**src/ext_bus_pkg.sv**
```systemverilog
// Overview of operation
// - separate bus uses low lanes, high if 16-bit
// - twenty address lines, bit zero to nineteen
// - 8-bit mux: address 7..0 then data
// - 16-bit mux: address 8..1 then data
// - four active-low chip selects, one per region
// - software picks split or single write strobe
// - split style: low strobe on even write
// - split style: high strobe on odd write
// - read strobe low while reading external space
// - single style: write strobe on every write
// - single style: byte-high enable on odd access
// - 8-bit bus forces single strobe style
// - address latch strobe output for external latch
// - hold request low keeps device in hold
// - hold acknowledge low while in hold
// - ready low keeps device in wait state
// - device stays reset while reset pin low
// - clock output: sub clock, div eight, div 32
// - bus clock driven on its own output
`default_nettype none
package ext_bus_pkg;
  // register byte offsets
  localparam logic [11:0] CTRL_OFS   = 12'h000;
  localparam logic [11:0] ADDR_OFS   = 12'h004;
  localparam logic [11:0] WDATA_OFS  = 12'h008;
  localparam logic [11:0] CMD_OFS    = 12'h00C;
  localparam logic [11:0] STATUS_OFS = 12'h010;
  localparam logic [11:0] RDATA_OFS  = 12'h014;
  // field positions
  localparam int CMD_WRITE_BIT  = 0;
  localparam int CMD_WORD_BIT   = 1;
  localparam int ST_BUSY_BIT    = 0;
  localparam int ST_HOLD_BIT    = 1;
  localparam int ST_BYTE8_BIT   = 2;
  localparam int ST_MPMODE_BIT  = 3;
  localparam int ST_SINGLE_BIT  = 4;
  localparam int ST_RSTPIN_BIT  = 5;
  localparam int ST_READY_BIT   = 6;
  // reset values
  localparam logic [7:0] CTRL_RESET = 8'hF0;
  // clock output selections
  localparam logic [1:0] CLKSEL_SUB   = 2'h0;
  localparam logic [1:0] CLKSEL_DIV8  = 2'h1;
  localparam logic [1:0] CLKSEL_DIV32 = 2'h2;
  // timing
  localparam int CLK_PERIOD_NS  = 100;
  localparam int ALE_MIN_NS     = 100;
  localparam int STROBE_MIN_NS  = 300;
  localparam int ALE_CYC    = (ALE_MIN_NS + CLK_PERIOD_NS - 1) / CLK_PERIOD_NS;
  localparam int STROBE_CYC = (STROBE_MIN_NS + CLK_PERIOD_NS - 1) / CLK_PERIOD_NS;
  localparam int DIV8       = 8;
  localparam int DIV32      = 32;
  localparam int MODE_SETTLE_CYC = 3;

  typedef enum logic [2:0] {ST_IDLE, ST_ADDR, ST_STROBE, ST_HOLD} bus_state_e;

  typedef struct packed {
    logic [3:0] csEnable;
    logic [1:0] clockSel;
    logic       muxBus;
    logic       singleStrobe;
  } ctrl_s;

  // lowByteWriteStrobeN doubles as the single write strobe and
  // highByteWriteStrobeN as byteHighEnableN in single-strobe style
  typedef struct packed {
    logic [19:0] addr;
    logic [3:0]  chipSelectN;
    logic        readStrobeN;
    logic        lowByteWriteStrobeN;
    logic        highByteWriteStrobeN;
    logic        addrLatchStrobe;
  } ext_pins_s;
endpackage
`default_nettype wire

```
**src/external_memory_bus_interface.sv**
```systemverilog
`timescale 1ns/100ps
`default_nettype none
module external_memory_bus_interface #(
  parameter int ALE_CYCLES    = ext_bus_pkg::ALE_CYC,
  parameter int STROBE_CYCLES = ext_bus_pkg::STROBE_CYC
) (
  input  wire logic                   ref_clk,
  input  wire logic                   sys_rst,
  // apb slave
  input  wire logic [11:0]            paddr,
  input  wire logic                   psel,
  input  wire logic                   penable,
  input  wire logic                   pwrite,
  input  wire logic [31:0]            pwdata,
  output var  logic [31:0]            prdata,
  output var  logic                   pready,
  output var  logic                   pslverr,
  // external pins
  input  wire logic                   resetPinN,
  input  wire logic                   processorModePin,
  input  wire logic                   byteWidthPin,
  input  wire logic                   holdRequestN,
  input  wire logic                   readyN,
  input  wire logic                   subClock,
  output var  ext_bus_pkg::ext_pins_s busPins,
  output var  logic                   busPinsOe,
  input  wire logic [15:0]            dataIn,
  output var  logic [15:0]            dataOut,
  output var  logic [15:0]            dataOe,
  output var  logic                   holdAcknowledgeN,
  output var  logic                   clockOutputPin,
  output var  logic                   busClock
);
  // elaboration check on timing parameters
  if (ALE_CYCLES < 1 || ALE_CYCLES > 15 || STROBE_CYCLES < 3 || STROBE_CYCLES > 15) begin : g_badParam
    $error("phase cycle counts must be 1..15 (strobe at least 3)");
  end

  // two-flop synchronisers: pins and sub clock
  logic [5:0]  syncA_reg;
  logic [5:0]  syncB_reg;
  logic [15:0] dataA_reg;
  logic [15:0] dataB_reg;
  always_ff @(posedge ref_clk or posedge sys_rst) begin
    if (sys_rst) begin
      syncA_reg <= 6'h3F;
      syncB_reg <= 6'h3F;
      dataA_reg <= 16'h0000;
      dataB_reg <= 16'h0000;
    end else begin
      syncA_reg <= {resetPinN, processorModePin, byteWidthPin, holdRequestN, readyN, subClock};
      syncB_reg <= syncA_reg;
      dataA_reg <= dataIn;
      dataB_reg <= dataA_reg;
    end
  end

  // named views of synchronised pins
  wire logic rstPinLow = ~syncB_reg[5];
  wire logic modeSync  = syncB_reg[4];
  wire logic width8    = syncB_reg[3];
  wire logic holdLow   = ~syncB_reg[2];
  wire logic readyLow  = ~syncB_reg[1];
  wire logic subSync   = syncB_reg[0];

  // processor mode latched once the pins settle after any reset
  logic [1:0] settleCnt_reg;
  logic       modeValid_reg;
  logic       mpMode_reg;
  always_ff @(posedge ref_clk or posedge sys_rst) begin
    if (sys_rst) begin
      settleCnt_reg <= 2'h0;
      modeValid_reg <= 1'b0;
      mpMode_reg    <= 1'b0;
    end else if (rstPinLow) begin
      settleCnt_reg <= 2'h0;
      modeValid_reg <= 1'b0;
    end else if (!modeValid_reg) begin
      settleCnt_reg <= settleCnt_reg + 2'h1;
      if (settleCnt_reg == 2'(ext_bus_pkg::MODE_SETTLE_CYC - 1)) begin
        modeValid_reg <= 1'b1;
        mpMode_reg    <= modeSync;
      end
    end
  end

  // bus usable only in microprocessor mode out of reset
  wire logic busUsable = modeValid_reg & mpMode_reg & ~rstPinLow;

  // software registers
  ext_bus_pkg::ctrl_s ctrl_reg;
  logic [19:0] reqAddr_reg;
  logic [15:0] reqData_reg;
  logic        reqWrite_reg;
  logic        reqWord_reg;
  logic [15:0] rdData_reg;
  logic        start_reg;
  ext_bus_pkg::bus_state_e state_reg;
  ext_bus_pkg::bus_state_e stateNext;
  logic [3:0]  phaseCnt_reg;

  // apb decode
  wire logic setup    = psel & ~penable;
  wire logic access   = psel & penable;
  wire logic hitCtrl  = (paddr == ext_bus_pkg::CTRL_OFS);
  wire logic hitAddr  = (paddr == ext_bus_pkg::ADDR_OFS);
  wire logic hitWdata = (paddr == ext_bus_pkg::WDATA_OFS);
  wire logic hitCmd   = (paddr == ext_bus_pkg::CMD_OFS);
  wire logic hitStat  = (paddr == ext_bus_pkg::STATUS_OFS);
  wire logic hitRdata = (paddr == ext_bus_pkg::RDATA_OFS);
  wire logic mapped   = hitCtrl | hitAddr | hitWdata | hitCmd | hitStat | hitRdata;
  wire logic busBusy  = (state_reg != ext_bus_pkg::ST_IDLE) | start_reg;
  wire logic cmdBad   = hitCmd & (~pwrite | busBusy | ~busUsable);
  wire logic regLock  = busBusy & (hitAddr | hitWdata | hitCtrl) & pwrite;
  wire logic wrOk     = access & pwrite & mapped & ~cmdBad & ~regLock;

  assign pready  = 1'b1;
  assign pslverr = access & (~mapped | cmdBad | regLock);

  // single strobe style forced on an 8-bit bus
  wire logic singleEff = ctrl_reg.singleStrobe | width8;

  // status word
  logic [31:0] statusWord;
  always_comb begin
    statusWord = 32'h0000_0000;
    statusWord[ext_bus_pkg::ST_BUSY_BIT]   = busBusy;
    statusWord[ext_bus_pkg::ST_HOLD_BIT]   = (state_reg == ext_bus_pkg::ST_HOLD);
    statusWord[ext_bus_pkg::ST_BYTE8_BIT]  = width8;
    statusWord[ext_bus_pkg::ST_MPMODE_BIT] = mpMode_reg & modeValid_reg;
    statusWord[ext_bus_pkg::ST_SINGLE_BIT] = singleEff;
    statusWord[ext_bus_pkg::ST_RSTPIN_BIT] = rstPinLow;
    statusWord[ext_bus_pkg::ST_READY_BIT]  = busUsable;
  end

  // read mux
  wire logic [31:0] readWord =
    hitCtrl  ? {24'h00_0000, ctrl_reg} :
    hitAddr  ? {12'h000, reqAddr_reg} :
    hitWdata ? {16'h0000, reqData_reg} :
    hitStat  ? statusWord :
    hitRdata ? {16'h0000, rdData_reg} : 32'h0000_0000;

  // read data captured in the setup cycle
  always_ff @(posedge ref_clk or posedge sys_rst) begin
    if (sys_rst) begin
      prdata <= 32'h0000_0000;
    end else if (setup & ~pwrite) begin
      prdata <= readWord;
    end
  end

  // control register, locked while an access runs
  always_ff @(posedge ref_clk or posedge sys_rst) begin
    if (sys_rst) begin
      ctrl_reg <= ext_bus_pkg::CTRL_RESET;
    end else if (wrOk & hitCtrl) begin
      ctrl_reg <= pwdata[7:0];
    end
  end

  // external address of the next access
  always_ff @(posedge ref_clk or posedge sys_rst) begin
    if (sys_rst) begin
      reqAddr_reg <= 20'h0_0000;
    end else if (wrOk & hitAddr) begin
      reqAddr_reg <= pwdata[19:0];
    end
  end

  // write data of the next access
  always_ff @(posedge ref_clk or posedge sys_rst) begin
    if (sys_rst) begin
      reqData_reg <= 16'h0000;
    end else if (wrOk & hitWdata) begin
      reqData_reg <= pwdata[15:0];
    end
  end

  // direction and size taken with the command
  always_ff @(posedge ref_clk or posedge sys_rst) begin
    if (sys_rst) begin
      reqWrite_reg <= 1'b0;
      reqWord_reg  <= 1'b0;
    end else if (wrOk & hitCmd) begin
      reqWrite_reg <= pwdata[ext_bus_pkg::CMD_WRITE_BIT];
      reqWord_reg  <= pwdata[ext_bus_pkg::CMD_WORD_BIT];
    end
  end

  // start flag: set by a command, cleared once the address phase begins
  always_ff @(posedge ref_clk or posedge sys_rst) begin
    if (sys_rst) begin
      start_reg <= 1'b0;
    end else if (wrOk & hitCmd) begin
      start_reg <= 1'b1;
    end else if (state_reg == ext_bus_pkg::ST_ADDR) begin
      start_reg <= 1'b0;
    end
  end

  // lane selection for the request
  wire logic       oddAddr = reqAddr_reg[0];
  wire logic       effWord = reqWord_reg & ~width8 & ~oddAddr;
  wire logic       loLane  = width8 | ~oddAddr;
  wire logic       hiLane  = ~width8 & (oddAddr | effWord);
  wire logic       bheAct  = oddAddr | effWord;
  wire logic [7:0] muxAddr = width8 ? reqAddr_reg[7:0] : reqAddr_reg[8:1];
  wire logic [7:0] hiWrite = effWord ? reqData_reg[15:8] : reqData_reg[7:0];
  wire logic [15:0] wrData = {hiLane ? hiWrite : 8'h00, loLane ? reqData_reg[7:0] : 8'h00};
  wire logic       phaseDone = (phaseCnt_reg == 4'h0);

  // bus sequencer next state
  always_comb begin
    stateNext = state_reg;
    case (state_reg)
      ext_bus_pkg::ST_IDLE: begin
        if (!busUsable) begin
          stateNext = ext_bus_pkg::ST_IDLE;
        end else if (holdLow) begin
          stateNext = ext_bus_pkg::ST_HOLD;
        end else if (start_reg) begin
          stateNext = ext_bus_pkg::ST_ADDR;
        end
      end
      ext_bus_pkg::ST_ADDR: begin
        if (phaseDone) begin
          stateNext = ext_bus_pkg::ST_STROBE;
        end
      end
      ext_bus_pkg::ST_STROBE: begin
        if (phaseDone && !readyLow) begin
          stateNext = ext_bus_pkg::ST_IDLE;
        end
      end
      ext_bus_pkg::ST_HOLD: begin
        if (!holdLow || !busUsable) begin
          stateNext = ext_bus_pkg::ST_IDLE;
        end
      end
      default: stateNext = ext_bus_pkg::ST_IDLE;
    endcase
    if (rstPinLow) begin
      stateNext = ext_bus_pkg::ST_IDLE;
    end
  end

  // counter load for a phase that lasts the given number of cycles
  function automatic logic [3:0] phaseLoad(input int cycles);
    return 4'(cycles - 1);
  endfunction

  // phase entry and read completion events
  wire logic enterAddr   = (stateNext == ext_bus_pkg::ST_ADDR) & (state_reg != ext_bus_pkg::ST_ADDR);
  wire logic enterStrobe = (stateNext == ext_bus_pkg::ST_STROBE) & (state_reg != ext_bus_pkg::ST_STROBE);
  wire logic readDone    = (state_reg == ext_bus_pkg::ST_STROBE) & (stateNext == ext_bus_pkg::ST_IDLE) & ~reqWrite_reg;
  wire logic [15:0] readLanes = width8  ? {8'h00, dataB_reg[7:0]} :
                                oddAddr ? {8'h00, dataB_reg[15:8]} :
                                effWord ? dataB_reg : {8'h00, dataB_reg[7:0]};

  // sequencer state
  always_ff @(posedge ref_clk or posedge sys_rst) begin
    if (sys_rst) begin
      state_reg <= ext_bus_pkg::ST_IDLE;
    end else begin
      state_reg <= stateNext;
    end
  end

  // phase counter: latch strobe length, then strobe length
  always_ff @(posedge ref_clk or posedge sys_rst) begin
    if (sys_rst) begin
      phaseCnt_reg <= 4'h0;
    end else if (enterAddr) begin
      phaseCnt_reg <= phaseLoad(ALE_CYCLES);
    end else if (enterStrobe) begin
      phaseCnt_reg <= phaseLoad(STROBE_CYCLES);
    end else if (!phaseDone) begin
      phaseCnt_reg <= phaseCnt_reg - 4'h1;
    end
  end

  // read data taken from the synchronised pins as the strobe ends
  always_ff @(posedge ref_clk or posedge sys_rst) begin
    if (sys_rst) begin
      rdData_reg <= 16'h0000;
    end else if (readDone) begin
      rdData_reg <= readLanes;
    end
  end

  // next pin values from the next state
  wire logic nAddr   = (stateNext == ext_bus_pkg::ST_ADDR);
  wire logic nStrobe = (stateNext == ext_bus_pkg::ST_STROBE);
  wire logic nActive = nAddr | nStrobe;
  wire logic nWrite  = nStrobe & reqWrite_reg;
  wire logic nRead   = nStrobe & ~reqWrite_reg;
  wire logic [1:0] region = reqAddr_reg[19:18];
  ext_bus_pkg::ext_pins_s pinsNext;
  logic [15:0] dOutNext;
  logic [15:0] dOeNext;
  always_comb begin
    pinsNext.addr            = nActive ? reqAddr_reg : 20'h0_0000;
    pinsNext.addrLatchStrobe = nAddr;
    pinsNext.readStrobeN     = ~nRead;
    if (singleEff) begin
      pinsNext.lowByteWriteStrobeN  = ~nWrite;
      pinsNext.highByteWriteStrobeN = ~(nStrobe & bheAct);
    end else begin
      pinsNext.lowByteWriteStrobeN  = ~(nWrite & ~oddAddr);
      pinsNext.highByteWriteStrobeN = ~(nWrite & hiLane);
    end
    for (int i = 0; i < 4; i++) begin
      pinsNext.chipSelectN[i] = ~(nActive & ctrl_reg.csEnable[i] & (region == 2'(i)));
    end
    dOutNext = 16'h0000;
    dOeNext  = 16'h0000;
    if (nAddr & ctrl_reg.muxBus) begin
      dOutNext = {8'h00, muxAddr};
      dOeNext  = 16'h00FF;
    end else if (nWrite) begin
      dOutNext = wrData;
      dOeNext  = {{8{hiLane}}, {8{loLane}}};
    end
  end

  // registered bus pins; the latch strobe idles low, the other strobes high
  always_ff @(posedge ref_clk or posedge sys_rst) begin
    if (sys_rst) begin
      busPins   <= '{addr: 20'h0_0000, chipSelectN: 4'hF, addrLatchStrobe: 1'b0, default: 1'b1};
      busPinsOe <= 1'b0;
    end else begin
      busPins   <= pinsNext;
      busPinsOe <= busUsable & (stateNext != ext_bus_pkg::ST_HOLD);
    end
  end

  // registered data pins and their enables
  always_ff @(posedge ref_clk or posedge sys_rst) begin
    if (sys_rst) begin
      dataOut <= 16'h0000;
      dataOe  <= 16'h0000;
    end else begin
      dataOut <= dOutNext;
      dataOe  <= dOeNext;
    end
  end

  // hold acknowledge follows the hold state
  always_ff @(posedge ref_clk or posedge sys_rst) begin
    if (sys_rst) begin
      holdAcknowledgeN <= 1'b1;
    end else begin
      holdAcknowledgeN <= (stateNext != ext_bus_pkg::ST_HOLD);
    end
  end

  // clock output and bus clock dividers
  logic [4:0] divCnt_reg;
  wire logic clkSelNext =
    (ctrl_reg.clockSel == ext_bus_pkg::CLKSEL_DIV8)  ? divCnt_reg[2] :
    (ctrl_reg.clockSel == ext_bus_pkg::CLKSEL_DIV32) ? divCnt_reg[4] : subSync;
  always_ff @(posedge ref_clk or posedge sys_rst) begin
    if (sys_rst) begin
      divCnt_reg <= 5'h00;
    end else begin
      divCnt_reg <= divCnt_reg + 5'h01;
    end
  end

  // clock output: sub clock or a divided tap
  always_ff @(posedge ref_clk or posedge sys_rst) begin
    if (sys_rst) begin
      clockOutputPin <= 1'b0;
    end else begin
      clockOutputPin <= clkSelNext;
    end
  end

  // bus clock toggles every cycle
  always_ff @(posedge ref_clk or posedge sys_rst) begin
    if (sys_rst) begin
      busClock <= 1'b0;
    end else begin
      busClock <= ~busClock;
    end
  end
endmodule
`default_nettype wire

```
**config.mk**
```make
export PLATFORM = sky130hd
export DESIGN_NAME = external_memory_bus_interface
export DESIGN_NICKNAME = d
export VERILOG_FILES = /design/src/ext_bus_pkg.sv /design/src/external_memory_bus_interface.sv
export SDC_FILE = /design/constraint.sdc
export NUM_CORES = 1
export LEC_CHECK = 0
export BUFFER_PORTS_ARGS = -buffer_cell sky130_fd_sc_hd__buf_2
export CAP_MARGIN = 20
export CELL_PAD_IN_SITES_DETAIL_PLACEMENT = 0
export CELL_PAD_IN_SITES_GLOBAL_PLACEMENT = 1
export CORE_ASPECT_RATIO = 0.75
export CORE_UTILIZATION = 46
export CTS_CLUSTER_DIAMETER = 100
export DETAILED_ROUTE_END_ITERATION = 8
export PLACE_DENSITY_LB_ADDON = 0.1
export SETUP_SLACK_MARGIN = 0.02
export SYNTH_ARGS = -nofsm -noshare
export SYNTH_HDL_FRONTEND = slang
export SYNTH_SLANG_ARGS = --single-unit
```
**constraint.sdc**
```tcl
create_clock -name ref_clk -period 8.3 [get_ports ref_clk]
set_clock_uncertainty 0.15 [all_clocks]
set_input_delay 0.415 -clock ref_clk [delete_from_list [all_inputs] [get_ports ref_clk]]
set_output_delay 0.415 -clock ref_clk [all_outputs]
set_load 0.1 [all_outputs]
```
==> metrics, run 1 <==
status finished, violations left; failing checks negative hold slack; max reg flops 28; proportion of synthesized area in mux cells a little under a tenth; Post-synth top flop dfrtp_1; clk buf depth 2; floorplan row count 41; relative slew slack between 20% and 30%; post-CTS sizing 0; Die Ht 116 µm; # DRC 0; #FFs+latches synth 193; sequential cell area fraction in the yosys report 61.4%; share of layout cells above drive strength 1 between 30% and 40%; number of vias per cell 5.11; most frequent cells in the layout dfrtp_1 (169), buf_2 (143), a21oi_1 (56); RSZ-0062 raised after global routing false; n_diodes 0; P per Cell Area 217 nW/µm²; initial antenna violation count 0; final setup fails 0; Final Slew Violations 0; Critical Path AT 3.14 ns; initial DRC count ~320; CP max FO 31; Slew @ Worst Pin 1.07 ns; maximum vdd drop 124 µV; clock root buffer clkbuf_16; die width 153 µm; EDFF count, synth 0; Fmax 0.337 GHz; post-synthesis adder-cell area fraction less than 1%; drt wl/cell about 18 µm; cts bufs inserted 17; CP startpoint kind primary input; Setup Fix Bufs, Post-CTS 0; CORE AREA 16800 µm²; setup TNS 0 ns; Syn-to-layout area delta 19.6%; Mapped Avg Cell Area around 12 µm²; Hold Path Class primary input to asynchronous set/reset pin; Initial Utilization 47.1%; htree depth 4; simple logic cell fraction of the synthesized area 13.1%; Total Wirelength 18.3 mm; Post-Syn Instances between 600 and 700; first-pass GRT wire length 29.5 mm; die area 17700 µm²; Synth cell types 62; smallest hold slack -0.0175 ns; asr flop ratio synth 100%; total number of clock tree sinks 193; Antenna Nets Post-Route 0; vias in the first global route ~5.3k; port buffer count about 140; Overall Global Routing Usage around 22%; Final GP Congestion 0.823; clk slew on worst S/H paths about 0.070 ns; total of max-cap violations 0; Mapped Area 7920 µm²; TritonCTS clock tree built; largest net degree at the start of global routing 120; Fin. Hold Viols 40; kind of end point of the critical path flop; main combinational cell family by area after synthesis simple AND/OR/NAND/NOR gates; DR vias 5294; total power 0.00206 W; Post-DP HPWL approximately 13 mm; detailed-router iteration count before antenna repair 4; Worst-Skew Late Latency 0.44 ns; XOR/XNOR share of the synthesized area 0.553%; Synth Area in Compound Gates 9.47%; static leakage ~4.6 nW; critical path required time 8.48 ns; critical path class primary input to flop; Nets 881; commonest non-fill, non-tap cell in the layout dfrtp_1; Ports about 170; min Tclk post-route 2.97 ns; synth warn 0; R2R setup slack 5.49 ns; fin crit share 35.7%; GRT Residual Overflow 0; CTS Hold Bufs 22; post-route core utilization 56.3%
==> per-stage QoR <==
step	cells	instance area, µm²	hold slack, ns	setup WS, ns
after floorplan	677	7960	0.181	2.52
after global placement	980	8620	0.186	4.98
after detailed placement	980	8620	0.185	4.91
after CTS	1034	9460	0.00931	5.38
after global routing	1035	9470	0.0407	5.21
final	1035	9470	-0.0175	5.33
==> kinds of logic after synthesis <==
| family | count (synthesis) |
|---|---|
| flip-flops | 193 |
| AND/OR/NAND/NOR | 185 |
| AO/OA/AOI/OAI | 128 |
| buffers and inverters | 82 |
| multiplexers | 67 |
| XOR/XNOR | 5 |
| adder cells (fa/ha/maj) | 3 |
| other | 2 |
==> worst max-delay path, stage by stage <==
cell	delay, ns
buf_2	0.42
nor2b_1	0.67
nand2_1	0.56
nor2_2	0.33
buf_4	0.36
mux2_2	0.38
==> worst paths after layout <==
| check | startpoint | endpoint | cells after the start |
|---|---|---|---|
| max | paddr[2] | reqAddr_reg[16] | 6 |
| min | sys_rst | dataA_reg[8] | 2 |
| max reg2reg | phaseCnt_reg[0] | dataOut[4] | 7 |
| min reg2reg | dataA_reg[12] | dataB_reg[12] | 0 |
| max in group asynchronous | sys_rst | prdata[0] | 3 |
| min in group ref_clk | pwdata[18] | reqAddr_reg[18] | 2 |
==> routing by layer <==
metal,share of wire [%],GRT usage (%),routed length [µm],vias to the layer above
met2,46,34.7,8510,133
met3,4.7,5.16,869,13
met5,0,0,0,-
li1,-,-,-,2539
met4,0.88,6.00,161,0
met1,48,31.0,8790,2609
==> layout make-up <==
class	count	area, µm²
fill	1458	7360
sequential	193	4860
multi-input combinational	402	2660
timing repair buffer	170	973
clock buffer	17	425
tap	215	269
clock inverter	15	193
inverter	23	93.8
==> cells in the mapped netlist (4+ instances only) <==
cell type | count | share of area (%)
nand2_1 | 51 | 2.4
o21ai_0 | 36 | 2.3
buf_1 | 4 | 0.19
xnor2_1 | 4 | 0.44
nand3_1 | 13 | 0.82
o2bb2ai_1 | 8 | 0.88
clkbuf_1 | 15 | 0.71
mux2_1 | 6 | 0.85
nand4_1 | 7 | 0.55
nor2_1 | 33 | 1.6
a21oi_1 | 57 | 3.6
nand2b_1 | 11 | 0.87
buf_2 | 9 | 0.57
nand3b_1 | 4 | 0.38
buf_6 | 4 | 0.57
dfstp_2 | 24 | 8.0
and2_1 | 24 | 1.9
buf_4 | 27 | 2.6
mux2_2 | 42 | 6.0
o31ai_1 | 4 | 0.38
inv_1 | 23 | 1.1
nor2b_1 | 9 | 0.71
and3_1 | 6 | 0.47
mux2i_1 | 19 | 2.4
nor3_1 | 5 | 0.32
dfrtp_1 | 169 | 53
==> report_power, final <==
| part | total [W] | switching [W] | leakage (nW) | internal [W] |
|---|---|---|---|---|
| clock | 0.000850 | 0.000390 | 0.304 | 0.000460 |
| sequential | 0.00101 | 0.0000309 | 2.50 | 0.000981 |
| combinational | 0.000196 | 0.000133 | 1.82 | 0.0000632 |
(Power assumes the default switching activity.)
==> run 2, diff against run 1 <==
--- a/config.mk
+++ b/config.mk
@@ -10,7 +10,7 @@
 export CELL_PAD_IN_SITES_DETAIL_PLACEMENT = 0
 export CELL_PAD_IN_SITES_GLOBAL_PLACEMENT = 1
 export CORE_ASPECT_RATIO = 0.75
-export CORE_UTILIZATION = 46
+export CORE_UTILIZATION = 39
 export CTS_CLUSTER_DIAMETER = 100
 export DETAILED_ROUTE_END_ITERATION = 8
 export PLACE_DENSITY_LB_ADDON = 0.1
==> constraint.sdc (replaced) <==
create_clock -name ref_clk -period 2.5 [get_ports ref_clk]
set_clock_uncertainty 0.15 [all_clocks]
set_input_delay 0.125 -clock ref_clk [delete_from_list [all_inputs] [get_ports ref_clk]]
set_output_delay 0.125 -clock ref_clk [all_outputs]
set_load 0.1 [all_outputs]
==> run 2 against run 1 <==
Net effect: die area up 18%; clock power rose to 3.2 times the previous value; largest cell class unchanged; worst hold slack better by 0.11 ns; count of clock-buffer cells in the layout unchanged; power rose to 3.3 times the previous value; critical path type is now flop to flop; the flow finishes with violations (design-rule violations); global-route usage down 2.1 points; highest routed layer unchanged; routed wire length up 8.0%.
==> metrics, run 2 (same netlist as run 1, synthesis figures left out) <==
clk slew on worst S/H paths 0.07 ns (about the same); n_diodes 0 (unchanged); clk buf depth 2 (unchanged); detailed-router iteration count before antenna repair 9 (+5); final setup fails 0 (unchanged); CP max stage cell or4_4; commonest non-fill, non-tap cell in the layout dfrtp_1; critical path class flop to flop; Syn-to-layout area delta 26.8%; die area 20900 µm² (+18%); share of layout cells above drive strength 1 33.5% (+2.0 points); Post-DP HPWL 13.8 mm (+9.5%); max reg flops 28 (unchanged); first-pass GRT wire length 31.9 mm (+8.2%); Final GP Congestion 0.801 (-2.6%); Critical Path Max Stage Delay 0.59 ns (-0.08 ns); drt wl/cell 17.7 µm (-0.15%); min Tclk post-route 2.38 ns; Fmax 0.421 GHz; Initial Utilization 40.4% (-6.7 points); most frequent cells in the layout dfrtp_1 (169), buf_2 (142), a21oi_1 (54); Fin. Hold Viols 0 (-100%); CP startpoint kind flop; RSZ-0062 raised after global routing false; reg2reg end reqAddr_reg[18]; hold path depth 4; critical path required time 2.67 ns (-5.81 ns); CP max FO 18 (-42%); worst path cell trace or4_4 > nand4_2 > nand3_4 > nor2_2 > buf_12 > mux2_2; kind of end point of the critical path flop; status finished, violations left; Antenna Nets Post-Route 0 (unchanged); static leakage 4.86 nW (+5.1%); Overall Global Routing Usage 20.0% (-2.1 points); R2R Path Start state_reg[1]; total power 0.00685 W (+230%); maximum vdd drop 405 µV (+230%); Setup Fix Bufs, Post-CTS 0 (unchanged); FF-to-FF path depth 6 (-1); number of vias per cell 5.00 (-2.3%); filler instances 1766 (+21%); R2R setup slack 0.12 ns (-5.37 ns); initial antenna violation count 0 (unchanged); WP buf/inv 1 (-1); floorplan row count 44 (+7.3%); cts bufs inserted 17 (unchanged); Ports 169 (unchanged); total of max-cap violations 0 (unchanged); Total Wirelength 19.8 mm (+8.0%); GRT Residual Overflow 0 (unchanged); P per Cell Area 683 nW/µm² (+210%); # DRC 9 (+9); total number of clock tree sinks 193 (unchanged); port buffer count 143 (unchanged); CORE AREA 19600 µm² (+16%); Final Slew Violations 0 (unchanged); HP Start paddr[4]; fin crit share 95.1%; TritonCTS clock tree built; die width 167 µm (+8.5%); WHS Endpoint prdata[7]; Worst-Skew Late Latency 0.43 ns (about the same); Hold Path Class primary input to flop; setup TNS 0 ns (unchanged); clock root buffer clkbuf_16; vias in the first global route 5724 (+7.3%); relative slew slack 41.6% (+13 points); Slew @ Worst Pin 0.874 ns (-0.195 ns); htree depth 4 (unchanged); failing checks design-rule violations; Die Ht 125 µm (+8.5%); delay-heaviest family, CP simple AND/OR/NAND/NOR gates; Critical Path AT 2.55 ns (-0.59 ns); initial DRC count 399 (+24%); DR vias 5594 (+5.7%); Nets 927 (+5.2%); largest net degree at the start of global routing 40 (-67%)
-- run 2: area by class of cell --
type	instances	area (µm²)	area share, %
clock buffer	17	425	4.24
tap	253	317	3.15
sequential	193	4860	48.4
inverter	23	90.1	0.898
timing repair buffer	216	1480	14.7
clock inverter	15	170	1.70
multi-input combinational	402	2700	26.9
-- run 2: what timing repair did --
item | 4_1_cts | 5_1_grt
endpoints found under the setup margin | 2 | 25
resized for setup | 2 | 7
hold buffers | 43 | 0
hold endpoints to repair | 87 | 0
pin swaps | 0 | 2
-- run 2: worst min-delay path: cells and delay by family --
kind / cells / cell delay [ns]
buffers and inverters: 1 / 0.20
AOI/OAI and AO/OA: 3 / 0.31
-- run 2: metrics by stage --
stage | worst slack [ns] | cell area (µm²) | utilization, % | std cells | hold slack, ns
after floorplan | -0.246 | 7970 | - | 677 | -0.0205
after global placement | 0.158 | 8970 | 45.8 | 1044 | 0.0817
after CTS | 0.0743 | 10000 | 51.0 | 1119 | 0.0800
final | 0.122 | 10000 | 51.2 | 1119 | 0.0960
after detailed placement | 0.0295 | 8970 | 45.8 | 1044 | 0.0835
after global routing | 0.0412 | 10000 | 51.2 | 1119 | 0.0991
-- run 2: worst max-delay path by stage --
stage	from	end	slack, ns	cells after the start
after floorplan	sys_rst	busClock	-0.25	1
after global placement	phaseCnt_reg[0]	dataOut[4]	0.16	7
after detailed placement	phaseCnt_reg[0]	dataOut[5]	0.03	7
after CTS	phaseCnt_reg[0]	dataOut[15]	0.07	8
after global routing	modeValid_reg	pslverr	0.04	6
final	state_reg[1]	reqAddr_reg[18]	0.12	6
-- run 2: layer usage --
metal	part of all wire, %	vias up	track usage [%]
met5	0	-	0
met4	0.71	0	4.96
met3	4.3	13	4.27
met2	46	142	30.3
met1	49	2815	29.3
li1	-	2624	-
-- run 2: where the power goes --
part / internal [W] / switching (W)
combinational: 0.000289 / 0.000465
sequential: 0.00326 / 0.000107
clock: 0.00143 / 0.00131
total: 0.00497 / 0.00188
